--- src/nfh_pkg.sv ---
// Package for the NAND flash host controller: command codes, pin timing
// counts and operation types. Assumes a 25 MHz system clock.
package nfh_pkg;
   localparam int  CLK_PERIOD_NS      = 40;
   // Pin phase lengths in clock cycles (each at least one 40 ns cycle)
   localparam int  SETUP_NS           = 12;
   localparam int  SETUP_CYC          = (SETUP_NS + CLK_PERIOD_NS - 1) / CLK_PERIOD_NS;
   localparam int  PULSE_NS           = 12;
   localparam int  PULSE_CYC          = (PULSE_NS + CLK_PERIOD_NS - 1) / CLK_PERIOD_NS;
   localparam int  WE_TO_BUSY_NS      = 100;
   localparam int  WE_TO_BUSY_CYC     = (WE_TO_BUSY_NS + CLK_PERIOD_NS - 1) / CLK_PERIOD_NS;
   localparam int  WE_TO_RE_NS        = 60;
   localparam int  WE_TO_RE_CYC       = (WE_TO_RE_NS + CLK_PERIOD_NS - 1) / CLK_PERIOD_NS;
   localparam int  HOLD_NS            = 25;
   localparam int  HOLD_CYC           = (HOLD_NS + CLK_PERIOD_NS - 1) / CLK_PERIOD_NS;
   // Longest busy waits, used as watchdog limits
   localparam int  PROG_TIME_US       = 700;
   localparam int  PROG_TIME_CYC      = PROG_TIME_US * 1000 / CLK_PERIOD_NS;
   localparam int  ERASE_TIME_US      = 5000;
   localparam int  ERASE_TIME_CYC     = ERASE_TIME_US * 1000 / CLK_PERIOD_NS;
   localparam int  ADDR_CYCLES        = 5;
   localparam int  ECC_SECTORS        = 4;
   localparam int  MAX_PARTIAL_PROG   = 4;
   // Command codes
   localparam logic [7:0] CMD_READ_1    = 8'h00;
   localparam logic [7:0] CMD_READ_2    = 8'h30;
   localparam logic [7:0] CMD_PROG_1    = 8'h80;
   localparam logic [7:0] CMD_PROG_2    = 8'h10;
   localparam logic [7:0] CMD_MPROG_2   = 8'h11;
   localparam logic [7:0] CMD_ERASE_1   = 8'h60;
   localparam logic [7:0] CMD_ERASE_2   = 8'hd0;
   localparam logic [7:0] CMD_ID        = 8'h90;
   localparam logic [7:0] CMD_STATUS    = 8'h70;
   localparam logic [7:0] CMD_ECC_STAT  = 8'h7a;
   localparam logic [7:0] CMD_RESET     = 8'hff;
   // Operation requested by the user side
   typedef enum logic [2:0] {
      OP_READ   = 3'h0,
      OP_PROG   = 3'h1,
      OP_ERASE  = 3'h2,
      OP_ID     = 3'h3,
      OP_STATUS = 3'h4,
      OP_ECC    = 3'h5,
      OP_RESET  = 3'h6
   } nfh_op_type;
   // Pin cycle kinds driven by the cycle engine
   typedef enum logic [1:0] {
      CYC_CMD  = 2'h0,
      CYC_ADDR = 2'h1,
      CYC_DIN  = 2'h2,
      CYC_DOUT = 2'h3
   } nfh_cyc_type;
endpackage

--- src/nfh_ctrl.sv ---
// NAND flash host controller: sequences commands, up to five address cycles, data
// and busy waits on the flash pins. Assumes a byte-wide flash with an
// open-drain ready/busy line pulled up externally; pins are asynchronous.
//
// Overview of operation
// RULE1 - Command byte latched with command qualifier high
// RULE2 - Address byte latched with address qualifier high
// RULE3 - One shared byte port, time-multiplexed
// RULE4 - Chip select high while ready gives standby
// RULE5 - Chip select ignored during busy operations
// RULE6 - Falling read strobe gives next byte
// RULE7 - Write protect low blocks program, erase
// RULE8 - Write protect low resets flash regulator
// RULE9 - Long read strobe high releases outputs
// RULE10 - Short high keeps outputs, later release
// RULE11 - ECC query reads all four sector reports
// RULE12 - ECC query only after ready, before data
// RULE13 - At most four partial programs per page; code counts only the last programmed page
// RULE14 - Reset completes within bounded time
// RULE15 - Page program done within 700 us
// RULE16 - Busy after 11h at most 1 us
// RULE17 - Array read done within 120/200 us
// RULE18 - Host never drives while flash outputs
// RULE19 - Ready/busy low during operations
// RULE20 - Five address cycles, column then row
// RULE21 - Fixed command codes; busy accepts status, reset
// RULE22 - Power-on read preloads first read command
`timescale 1ns/1ns
module nfh_ctrl
   import nfh_pkg::*;
#(
   parameter int PROG_TIMEOUT  = PROG_TIME_CYC,
   parameter int ERASE_TIMEOUT = ERASE_TIME_CYC
)
(
   // Clock and reset
   input  wire logic        clk,
   input  wire logic        resetn,
   // User request
   input  wire logic        req_valid,
   output logic             req_ready,
   input  wire nfh_op_type  req_op,
   input  wire logic [11:0] req_col,
   input  wire logic [16:0] req_row,
   input  wire logic [11:0] req_len,
   input  wire logic        req_wp_n,
   // User write data
   input  wire logic [7:0]  wr_data,
   output logic             wr_take,
   // User read data and completion
   output logic [7:0]       rd_data_q,
   output logic             rd_valid_q,
   output logic             op_done_q,
   output logic             op_timeout_q,
   output logic             op_refused_q,
   // Flash pins
   output logic             chip_sel_n_q,
   output logic             cmd_latch,
   output logic             addr_latch,
   output logic             write_strobe_n,
   output logic             read_strobe_n,
   output logic             write_protect_n_q,
   input  wire logic        ready_busy_out,
   input  wire logic [7:0]  shared_byte_port_in,
   output logic [7:0]       shared_byte_port_out,
   output logic             shared_byte_port_oe
);
   typedef enum logic [7:0] {
      M_IDLE  = 8'b00000001,
      M_CMD1  = 8'b00000010,
      M_ADDR  = 8'b00000100,
      M_DIN   = 8'b00001000,
      M_CMD2  = 8'b00010000,
      M_BUSY  = 8'b00100000,
      M_DOUT  = 8'b01000000,
      M_END   = 8'b10000000
   } nfh_mst_type;
   nfh_mst_type  mst_q;
   nfh_op_type   op_q;
   logic [11:0]  col_q;
   logic [16:0]  row_q;
   logic [11:0]  left_q;
   logic [2:0]   acnt_q;
   logic [22:0]  wdog_q;
   logic [1:0]   rb_sync_q;
   logic [7:0]   pin_s1_q;
   logic [7:0]   pin_s2_q;
   logic         cy_start;
   nfh_cyc_type  cy_kind;
   logic [7:0]   cy_wdata;
   logic         cy_done;
   logic [7:0]   cy_rdata;
   logic         rb;
   logic [16:0]  pp_row_q;
   logic [2:0]   pp_cnt_q;

   // Pin synchronisers
   always_ff @(posedge clk or negedge resetn) begin
      if (!resetn) begin
         rb_sync_q <= 2'b00;
         pin_s1_q  <= 8'h00;
         pin_s2_q  <= 8'h00;
      end else begin
         rb_sync_q <= {rb_sync_q[0], ready_busy_out};
         pin_s1_q  <= shared_byte_port_in;
         pin_s2_q  <= pin_s1_q;
      end
   end
   assign rb = rb_sync_q[1];

   // Five address bytes, unused bits driven low
   function automatic logic [7:0] addr_byte(input logic [2:0] idx,
                                            input logic [11:0] c,
                                            input logic [16:0] r);
      case (idx)
         3'h0:    addr_byte = c[7:0];
         3'h1:    addr_byte = {4'h0, c[11:8]};
         3'h2:    addr_byte = r[7:0];
         3'h3:    addr_byte = r[15:8];
         default: addr_byte = {7'h00, r[16]};
      endcase
   endfunction

   function automatic logic [7:0] first_cmd(input nfh_op_type o);
      case (o)
         OP_PROG:   first_cmd = CMD_PROG_1;
         OP_ERASE:  first_cmd = CMD_ERASE_1;
         OP_ID:     first_cmd = CMD_ID;
         OP_STATUS: first_cmd = CMD_STATUS;
         OP_ECC:    first_cmd = CMD_ECC_STAT;
         OP_RESET:  first_cmd = CMD_RESET;
         default:   first_cmd = CMD_READ_1;
      endcase
   endfunction

   // Erase starts at the row bytes only
   logic [2:0] addr_first;
   assign addr_first = (op_q == OP_ERASE) ? 3'h2 : 3'h0;

   always_comb begin
      cy_start = 1'b0;
      cy_kind  = CYC_CMD;
      cy_wdata = 8'h00;
      case (mst_q)
         M_CMD1: begin
            cy_start = 1'b1;
            cy_wdata = first_cmd(op_q); // RULE21
         end
         M_ADDR: begin
            cy_start = 1'b1;
            cy_kind  = CYC_ADDR;
            cy_wdata = addr_byte(acnt_q, col_q, row_q); // RULE20
         end
         M_DIN: begin
            cy_start = 1'b1;
            cy_kind  = CYC_DIN;
            cy_wdata = wr_data;
         end
         M_CMD2: begin
            cy_start = 1'b1;
            cy_wdata = (op_q == OP_PROG)  ? CMD_PROG_2 :
                       (op_q == OP_ERASE) ? CMD_ERASE_2 : CMD_READ_2; // RULE21
         end
         M_DOUT: begin
            cy_start = 1'b1;
            cy_kind  = CYC_DOUT;
         end
         default: cy_start = 1'b0;
      endcase
   end

   assign req_ready = (mst_q == M_IDLE);
   assign wr_take   = (mst_q == M_DIN) && cy_done;

   // Sequencer
   always_ff @(posedge clk or negedge resetn) begin
      if (!resetn) begin
         mst_q        <= M_IDLE;
         op_q         <= OP_READ;
         col_q        <= 12'h000;
         row_q        <= 17'h00000;
         left_q       <= 12'h000;
         acnt_q       <= 3'h0;
         wdog_q       <= 23'h000000;
         op_done_q    <= 1'b0;
         op_timeout_q <= 1'b0;
         op_refused_q <= 1'b0;
      end else begin
         op_done_q    <= 1'b0;
         op_refused_q <= 1'b0;
         case (mst_q)
            M_IDLE: begin
               if (req_valid) begin
                  op_q   <= req_op;
                  col_q  <= req_col;
                  row_q  <= req_row;
                  left_q <= (req_op == OP_ECC) ? 12'(ECC_SECTORS) : req_len; // RULE11
                  // Flash refuses these while protected; skip pin traffic
                  if ((req_op == OP_PROG || req_op == OP_ERASE) && !req_wp_n) begin
                     op_refused_q <= 1'b1; // RULE7
                  end else if (req_op == OP_PROG && req_row == pp_row_q
                               && pp_cnt_q >= 3'(MAX_PARTIAL_PROG)) begin
                     op_refused_q <= 1'b1; // RULE13
                  end else if (rb || req_op == OP_STATUS || req_op == OP_RESET) begin
                     op_timeout_q <= 1'b0;
                     mst_q        <= M_CMD1; // RULE21
                  end
               end
            end
            M_CMD1: if (cy_done) begin
               acnt_q <= addr_first;
               case (op_q)
                  OP_READ, OP_PROG, OP_ERASE: mst_q <= M_ADDR;
                  OP_ID: begin
                     acnt_q <= 3'h4;
                     mst_q  <= M_ADDR;
                  end
                  OP_RESET: mst_q <= M_BUSY; // RULE14
                  default:  mst_q <= M_DOUT; // RULE12
               endcase
               wdog_q <= 23'h000000;
            end
            M_ADDR: if (cy_done) begin
               acnt_q <= acnt_q + 3'h1;
               if (acnt_q == 3'(ADDR_CYCLES - 1)) begin
                  mst_q <= (op_q == OP_PROG) ? M_DIN :
                           (op_q == OP_ID)   ? M_DOUT : M_CMD2;
               end
            end
            M_DIN: if (cy_done) begin
               left_q <= left_q - 12'h001;
               if (left_q <= 12'h001) mst_q <= M_CMD2;
            end
            M_CMD2: if (cy_done) begin
               wdog_q <= 23'h000000;
               mst_q  <= M_BUSY;
            end
            M_BUSY: begin
               // Wait past the ready-to-busy delay, then for ready
               wdog_q <= wdog_q + 23'h000001;
               if (wdog_q > 23'(WE_TO_BUSY_CYC + 2) && rb) begin
                  mst_q <= (op_q == OP_READ) ? M_DOUT : M_END; // RULE19 RULE17
               end else if (wdog_q >= 23'(ERASE_TIMEOUT)) begin
                  op_timeout_q <= 1'b1; // RULE15 RULE14
                  mst_q        <= M_END;
               end else if (op_q == OP_PROG && wdog_q >= 23'(PROG_TIMEOUT)) begin
                  op_timeout_q <= 1'b1; // RULE15
                  mst_q        <= M_END;
               end
            end
            M_DOUT: if (cy_done) begin
               left_q <= left_q - 12'h001;
               if (left_q <= 12'h001) mst_q <= M_END; // RULE11
            end
            M_END: begin
               op_done_q <= 1'b1;
               mst_q     <= M_IDLE;
            end
            default: mst_q <= M_IDLE;
         endcase
      end
   end

   // Erase does not clear the count, so reprogramming needs another page first
   always_ff @(posedge clk or negedge resetn) begin
      if (!resetn) begin
         pp_row_q <= 17'h00000;
         pp_cnt_q <= 3'h0;
      end else if (mst_q == M_CMD1 && cy_done && op_q == OP_PROG) begin
         pp_row_q <= row_q;
         pp_cnt_q <= (row_q == pp_row_q) ? pp_cnt_q + 3'h1 : 3'h1; // RULE13
      end
   end

   // Read data to user
   always_ff @(posedge clk or negedge resetn) begin
      if (!resetn) begin
         rd_data_q  <= 8'h00;
         rd_valid_q <= 1'b0;
      end else begin
         rd_valid_q <= (mst_q == M_DOUT) && cy_done;
         if ((mst_q == M_DOUT) && cy_done) rd_data_q <= cy_rdata;
      end
   end

   // Chip select: dropped when idle and ready so the flash can stand by
   always_ff @(posedge clk or negedge resetn) begin
      if (!resetn) begin
         chip_sel_n_q      <= 1'b1;
         write_protect_n_q <= 1'b0;
      end else begin
         chip_sel_n_q      <= (mst_q == M_IDLE) && rb && !req_valid; // RULE4 RULE5
         // Follows req_wp_n; held low, it keeps the regulator in reset
         write_protect_n_q <= req_wp_n; // RULE8
      end
   end

   nfh_cycle u_cycle (
      .clk              (clk),
      .resetn           (resetn),
      .start            (cy_start && !cy_done),
      .kind             (cy_kind),
      .wdata            (cy_wdata),
      .done             (cy_done),
      .rdata_q          (cy_rdata),
      .port_in          (pin_s2_q),
      .cmd_latch_q      (cmd_latch),
      .addr_latch_q     (addr_latch),
      .write_strobe_n_q (write_strobe_n),
      .read_strobe_n_q  (read_strobe_n),
      .port_out_q       (shared_byte_port_out),
      .port_oe_q        (shared_byte_port_oe)
   );

   chk_prot_refuse: assert property (@(posedge clk) disable iff (!resetn)
      (mst_q == M_IDLE && req_valid && !req_wp_n && (req_op == OP_PROG || req_op == OP_ERASE))
      |=> op_refused_q && mst_q == M_IDLE) else $error("protected op issued"); // RULE7
   chk_cs_busy: assert property (@(posedge clk) disable iff (!resetn)
      (mst_q == M_BUSY) |-> !chip_sel_n_q || $past(mst_q) != M_BUSY)
      else $error("chip select dropped in busy"); // RULE5
   chk_addr_count: assert property (@(posedge clk) disable iff (!resetn)
      (mst_q == M_ADDR) |-> acnt_q < 3'(ADDR_CYCLES)) else $error("address overrun"); // RULE20
   chk_busy_wait: assert property (@(posedge clk) disable iff (!resetn)
      (mst_q == M_BUSY && $past(mst_q) != M_BUSY) |-> ##[1:4] mst_q == M_BUSY)
      else $error("busy wait skipped"); // RULE19
endmodule

--- src/nfh_cycle.sv ---
// Single pin cycle engine: one command, address, data-in or data-out cycle
// on the shared byte port. Assumes inputs from the main sequencer, same clock.
`timescale 1ns/1ns
module nfh_cycle
   import nfh_pkg::*;
(
   // Clock and reset
   input  wire logic        clk,
   input  wire logic        resetn,
   // Request
   input  wire logic        start,
   input  wire nfh_cyc_type kind,
   input  wire logic [7:0]  wdata,
   output logic             done,
   output logic [7:0]       rdata_q,
   // Port data input already synchronised
   input  wire logic [7:0]  port_in,
   // Flash strobes and shared port drive
   output logic             cmd_latch_q,
   output logic             addr_latch_q,
   output logic             write_strobe_n_q,
   output logic             read_strobe_n_q,
   output logic [7:0]       port_out_q,
   output logic             port_oe_q
);
   typedef enum logic [3:0] {
      S_IDLE  = 4'b0001,
      S_SETUP = 4'b0010,
      S_PULSE = 4'b0100,
      S_HOLD  = 4'b1000
   } nfh_cst_type;
   nfh_cst_type cst_q;
   logic [2:0]  cnt_q;
   nfh_cyc_type kind_q;
   // Sample taken at the end of a low phase two cycles longer than a write pulse, to cover port synchroniser delay
   localparam int SAMPLE_CYC = PULSE_CYC + 2;

   always_ff @(posedge clk or negedge resetn) begin
      if (!resetn) begin
         cst_q            <= S_IDLE;
         cnt_q            <= 3'h0;
         kind_q           <= CYC_CMD;
         cmd_latch_q      <= 1'b0;
         addr_latch_q     <= 1'b0;
         write_strobe_n_q <= 1'b1;
         read_strobe_n_q  <= 1'b1;
         port_out_q       <= 8'h00;
         port_oe_q        <= 1'b0;
         rdata_q          <= 8'h00;
      end else begin
         case (cst_q)
            S_IDLE: begin
               if (start) begin
                  kind_q       <= kind;
                  cmd_latch_q  <= (kind == CYC_CMD);  // RULE1
                  addr_latch_q <= (kind == CYC_ADDR); // RULE2
                  // Never drive while the flash may still be driving
                  port_oe_q    <= (kind != CYC_DOUT); // RULE18
                  port_out_q   <= wdata;              // RULE3
                  cnt_q        <= 3'(SETUP_CYC);
                  cst_q        <= S_SETUP;
               end
            end
            S_SETUP: begin
               if (cnt_q <= 3'h1) begin
                  if (kind_q == CYC_DOUT) begin
                     read_strobe_n_q  <= 1'b0;          // RULE6
                     cnt_q            <= 3'(SAMPLE_CYC);
                  end else begin
                     write_strobe_n_q <= 1'b0;
                     cnt_q            <= 3'(PULSE_CYC);
                  end
                  cst_q <= S_PULSE;
               end else begin
                  cnt_q <= cnt_q - 3'h1;
               end
            end
            S_PULSE: begin
               if (cnt_q <= 3'h1) begin
                  if (kind_q == CYC_DOUT) begin
                     rdata_q <= port_in;
                  end
                  // Rising write strobe latches command, address or data
                  write_strobe_n_q <= 1'b1;             // RULE1 RULE2
                  read_strobe_n_q  <= 1'b1;             // RULE9
                  cnt_q            <= 3'(HOLD_CYC);
                  cst_q            <= S_HOLD;
               end else begin
                  cnt_q <= cnt_q - 3'h1;
               end
            end
            S_HOLD: begin
               if (cnt_q <= 3'h1) begin
                  cmd_latch_q  <= 1'b0;
                  addr_latch_q <= 1'b0;
                  port_oe_q    <= 1'b0;
                  cst_q        <= S_IDLE;
               end else begin
                  cnt_q <= cnt_q - 3'h1;
               end
            end
            default: cst_q <= S_IDLE;
         endcase
      end
   end

   assign done = (cst_q == S_HOLD) && (cnt_q <= 3'h1);

   chk_strobe_excl: assert property (@(posedge clk) disable iff (!resetn)
      !(!write_strobe_n_q && !read_strobe_n_q)) else $error("both strobes low"); // RULE3
   chk_drive_read: assert property (@(posedge clk) disable iff (!resetn)
      !read_strobe_n_q |-> !port_oe_q) else $error("host drives during read"); // RULE18
   chk_latch_excl: assert property (@(posedge clk) disable iff (!resetn)
      !write_strobe_n_q |-> !(cmd_latch_q && addr_latch_q)) else $error("both latches"); // RULE1
   chk_addr_stable: assert property (@(posedge clk) disable iff (!resetn)
      (!write_strobe_n_q && addr_latch_q) |=> write_strobe_n_q && addr_latch_q
      && $stable(port_out_q)) else $error("address not held at rise"); // RULE2
endmodule

--- config.mk ---
export PLATFORM = sky130hd
export DESIGN_NAME = nfh_ctrl
export DESIGN_NICKNAME = d
export VERILOG_FILES = /design/src/nfh_pkg.sv /design/src/nfh_ctrl.sv /design/src/nfh_cycle.sv
export SDC_FILE = /design/constraint.sdc
export NUM_CORES = 1
export LEC_CHECK = 0
export BUFFER_PORTS_ARGS = -buffer_cell sky130_fd_sc_hd__buf_2
export CAP_MARGIN = 25
export CORE_MARGIN = 3
export CORE_UTILIZATION = 60
export DETAILED_ROUTE_END_ITERATION = 10
export PLACE_DENSITY = 0.82
export SLEW_MARGIN = 20
export SYNTH_ARGS = -nofsm -noshare
export SYNTH_HDL_FRONTEND = slang
export SYNTH_SLANG_ARGS = --single-unit
--- constraint.sdc ---
create_clock -name clk -period 3.9 [get_ports clk]
set_input_delay 0.195 -clock clk [delete_from_list [all_inputs] [get_ports clk]]
set_output_delay 0.195 -clock clk [all_outputs]
set_load 0.02 [all_outputs]
==> impl_metrics.csv <==
group,metric,value,unit
status,status,"finished clean",
synth,yosys_warnings,0,
power_and_ir_drop,ir_drop,645,uV
synth,synthAdderAreaFrac,2.04,%
sta,min_period_over_period,74.9,%
drt,post_drt_wl_per_cell,19.1,um
run,max-cap-violations,0,
floorplan,die_y,121,um
power_and_ir_drop,leakage,4.23,nW
sta,timing.final.setup_violations,0,
global_route,grt_pass1_wl,31700,um
synth,synth_mux_area_share,10.5,%
synth,yosysUniqueCellTypes,64,
clock_tree,ctsHoldBuffers,18,
sta,max_slew_margin,32.1,%
min_path,min_path_type,"in2reg",
finish,layout_common_cells,"dfrtp_1 (155), buf_2 (92), mux2_2 (73)",
clock_tree,postCtsSetupBuffers,0,
floorplan,die-area,0.0147,mm^2
clock_tree,insertion_delay,430,ps
finish,finish.utilization,73.0,%
synth,netlist_area,0.00796,mm^2
critical_path,start_kind,"flop",
floorplan,top_level_ports,94,
drt,vias_per_cell,6.21,
clock_tree,clock_path_buffers,2,
sta,slew_viol_final,0,
power_and_ir_drop,p_int,3.66,mW
finish,drive_gt1_share,26.4,%
global_route,grt_max_degree,113,
power_and_ir_drop,pwr-share-clk,27.7,%
synth,synth_compound_area_share,14.8,%
finish,final_nets,917,
clock_tree,cts_made_buffers,17,
synth,async_reset_ff_share,100,%
critical_path,crit_fanout,19,
finish,fin_area,0.00933,mm^2
critical_path,crit_slowest_cell,"a21oi_2",
sta,worst_slew_pin_slew,1020,ps
sta,holdWs,8.29,ps
drt,route.detailed.drc,0,
drt,drt-pass1-iter-count,5,
critical_path,worstSetupEndpointType,"flop",
floorplan,core,0.0128,mm^2
power_and_ir_drop,switchingPower,2.05,mW
finish,antennaDiodeCount,0,
floorplan,die_w,121,um
drt,dr_total_vias,6355,
clock_tree,h-tree-depth,4,
synth,synth_xor_area_share,5.83,%
finish,final-instance-count-excl-fill,1024,
synth,synthSimpleGateAreaFrac,13.6,%
drt,postRouteAntennaNets,0,
synth,synth_flop_cell,"dfrtp_1",
clock_tree,clk_transition_reported_paths,60,ps
floorplan,rows,41,
global_route,antenna_found_initial,0,
global_route,grt_overflow,0,
synth,syn_inst,737,
placement,place_inst,972,
sta,timing.fmax,342,MHz
power_and_ir_drop,switching_share,36.0,%
sta,rsz0062_at_grt,"false",
placement,dpl_cell_area,0.00855,mm^2
critical_path,worstSetupPathType,"reg2reg",
sta,fin_crit,2920,ps
critical_path,cp_data_required_time,4250,ps
synth,synth-edff-count,0,
finish,area_growth_syn_to_layout,17.1,%
global_route,grt_usage,27.7,%
synth,ys_seq_elements,160,
synth,synth.avg_cell_area,10.8,um^2
sta,finalClockSkew,9.66,ps
placement,hpwl,13300,um
power_and_ir_drop,p_per_area,612,mW/mm^2
floorplan,initial_core_util,62.3,%
critical_path,crit_path_max_incr_delay,690,ps
synth,synth.net_count,815,
placement,port_buffers,93,
finish,fillers,875,
drt,routed_wirelength,19600,um
power_and_ir_drop,comb_power_share,30.0,%
synth,synth_top_family_by_area,"compound AO/OA/AOI/OAI gates",
clock_tree,ctsRootBufferMaster,"clkbuf_16",
clock_tree,tritoncts,"built",
global_route,grt_pass1_vias,6314,
power_and_ir_drop,pwr-share-seq,42.3,%
placement,place_congestion,0.897,
clock_tree,numClockSinks,160,
sta,setup_tns,0,ps
synth,synth_seq_area_share,50.4,%
finish,final_common_cell,"dfrtp_1",
drt,drtIter0Drc,604,
sta,hold_viol,0,
critical_path,worstPathCellList,"nor4b_2, nand3_1, a21oi_2, o21ai_0, or3_1, a21oi_1",
critical_path,cp.arrival,3270,ps
clock_tree,post_cts_resized,0,
final timing paths:
kind                                          to  slack (ps)  depth (start not counted)              from
worst max-delay path                  wdog_q[21]         980                          6  u_cycle.cst_q[1]
worst min-delay path                   col_q[11]           8                          2       req_col[11]
worst max register to register        wdog_q[21]         980                          6  u_cycle.cst_q[1]
worst min register to register       pin_s2_q[7]         350                          0       pin_s1_q[7]
max in group asynchronous               mst_q[0]        2950                          3            resetn
min in group asynchronous       u_cycle.cnt_q[0]         220                          2            resetn
state kept, by name, indices dropped and copies added (netlist names), 4 cells and up:
signal / flops
rd_data_q: 8
wdog_q: 23
row_q: 17
u_cycle.port_out_q: 8
pp_row_q: 17
pin_s1_q: 8
u_cycle.rdata_q: 8
mst_q: 8
col_q: 12
left_q: 12
pin_s2_q: 8
u_cycle.cst_q: 4
stage by stage:
| stage | power, mW | worst slack, ps |
|---|---|---|
| after detailed placement | 4.09 | 1050 |
| after CTS | 5.69 | 1040 |
| after global placement | 3.99 | 1190 |
| final | 5.71 | 980 |
| after floorplan | 3.58 | 1520 |
| after global routing | 6.00 | 752 |
Yosys cell counts, types with 5 or more instances:
cell type | number | area (um^2)
a22oi_1 | 18 | 135
mux2_2 | 73 | 822
nor2_1 | 55 | 206
nor2b_1 | 6 | 37.5
ha_1 | 13 | 163
dfstp_2 | 5 | 131
inv_1 | 21 | 78.8
a31oi_1 | 5 | 31.3
and3_1 | 7 | 43.8
o21ai_0 | 55 | 275
xor2_1 | 19 | 166
clkbuf_1 | 26 | 97.6
dfrtp_1 | 155 | 3880
or3_1 | 6 | 37.5
nand3_1 | 12 | 60.1
a211oi_1 | 6 | 45.0
nand4_1 | 11 | 68.8
nor3_1 | 22 | 110
and2_1 | 5 | 31.3
o211ai_1 | 8 | 60.1
nand2b_1 | 7 | 43.8
o2111ai_1 | 5 | 43.8
nand2_1 | 33 | 124
nor4_1 | 11 | 68.8
buf_2 | 10 | 50.1
a21oi_1 | 35 | 175
and4b_1 | 5 | 50.1
xnor2_1 | 34 | 298
o21bai_1 | 5 | 37.5
metal layers:
metal | GRT usage (%) | vias to the layer above | share of wire (%)
met5 | 0 | - | 0
met4 | 8.33 | 0 | 1.7
met3 | 6.57 | 29 | 6.0
met2 | 46.2 | 251 | 51
met1 | 36.2 | 3182 | 41
li1 | - | 2893 | -
critical path, delay by kind of cell (launching register included):
kind            cells  cell delay (ps)
flops               1              520
simple gates        3             1180
compound gates      3             1140
kinds of logic (layout without fill, tap and decap cells):
family	Yosys count	in the layout
and+or+nand+nor	201	201
DFF	160	160
muxes	74	74
buffers and inverters	58	173
adders and majority gates	13	13
AOI/OAI and AO/OA	178	178
xor gates and xnor gates	53	53
area by class of cell:
cell class / count / area (um^2) / share of cell area (%)
timing repair buffer: 120 / 739 / 7.93
sequential: 160 / 4010 / 43.0
clock inverter: 11 / 98.8 / 1.06
multi-input combinational: 519 / 3720 / 39.9
clock buffer: 21 / 460 / 4.94
tap: 172 / 215 / 2.31
inverter: 21 / 78.8 / 0.845
power by group through the flow:
stage / logic (mW) / clock network, mW / registers [mW]
floorplan: 1.25 / 0 / 2.33
global placement: 1.59 / 0 / 2.40
detailed placement: 1.66 / 0 / 2.43
CTS: 1.69 / 1.60 / 2.40
global route: 1.87 / 1.67 / 2.46
finish: 1.71 / 1.58 / 2.42
Power figures use the tool's default switching activity.
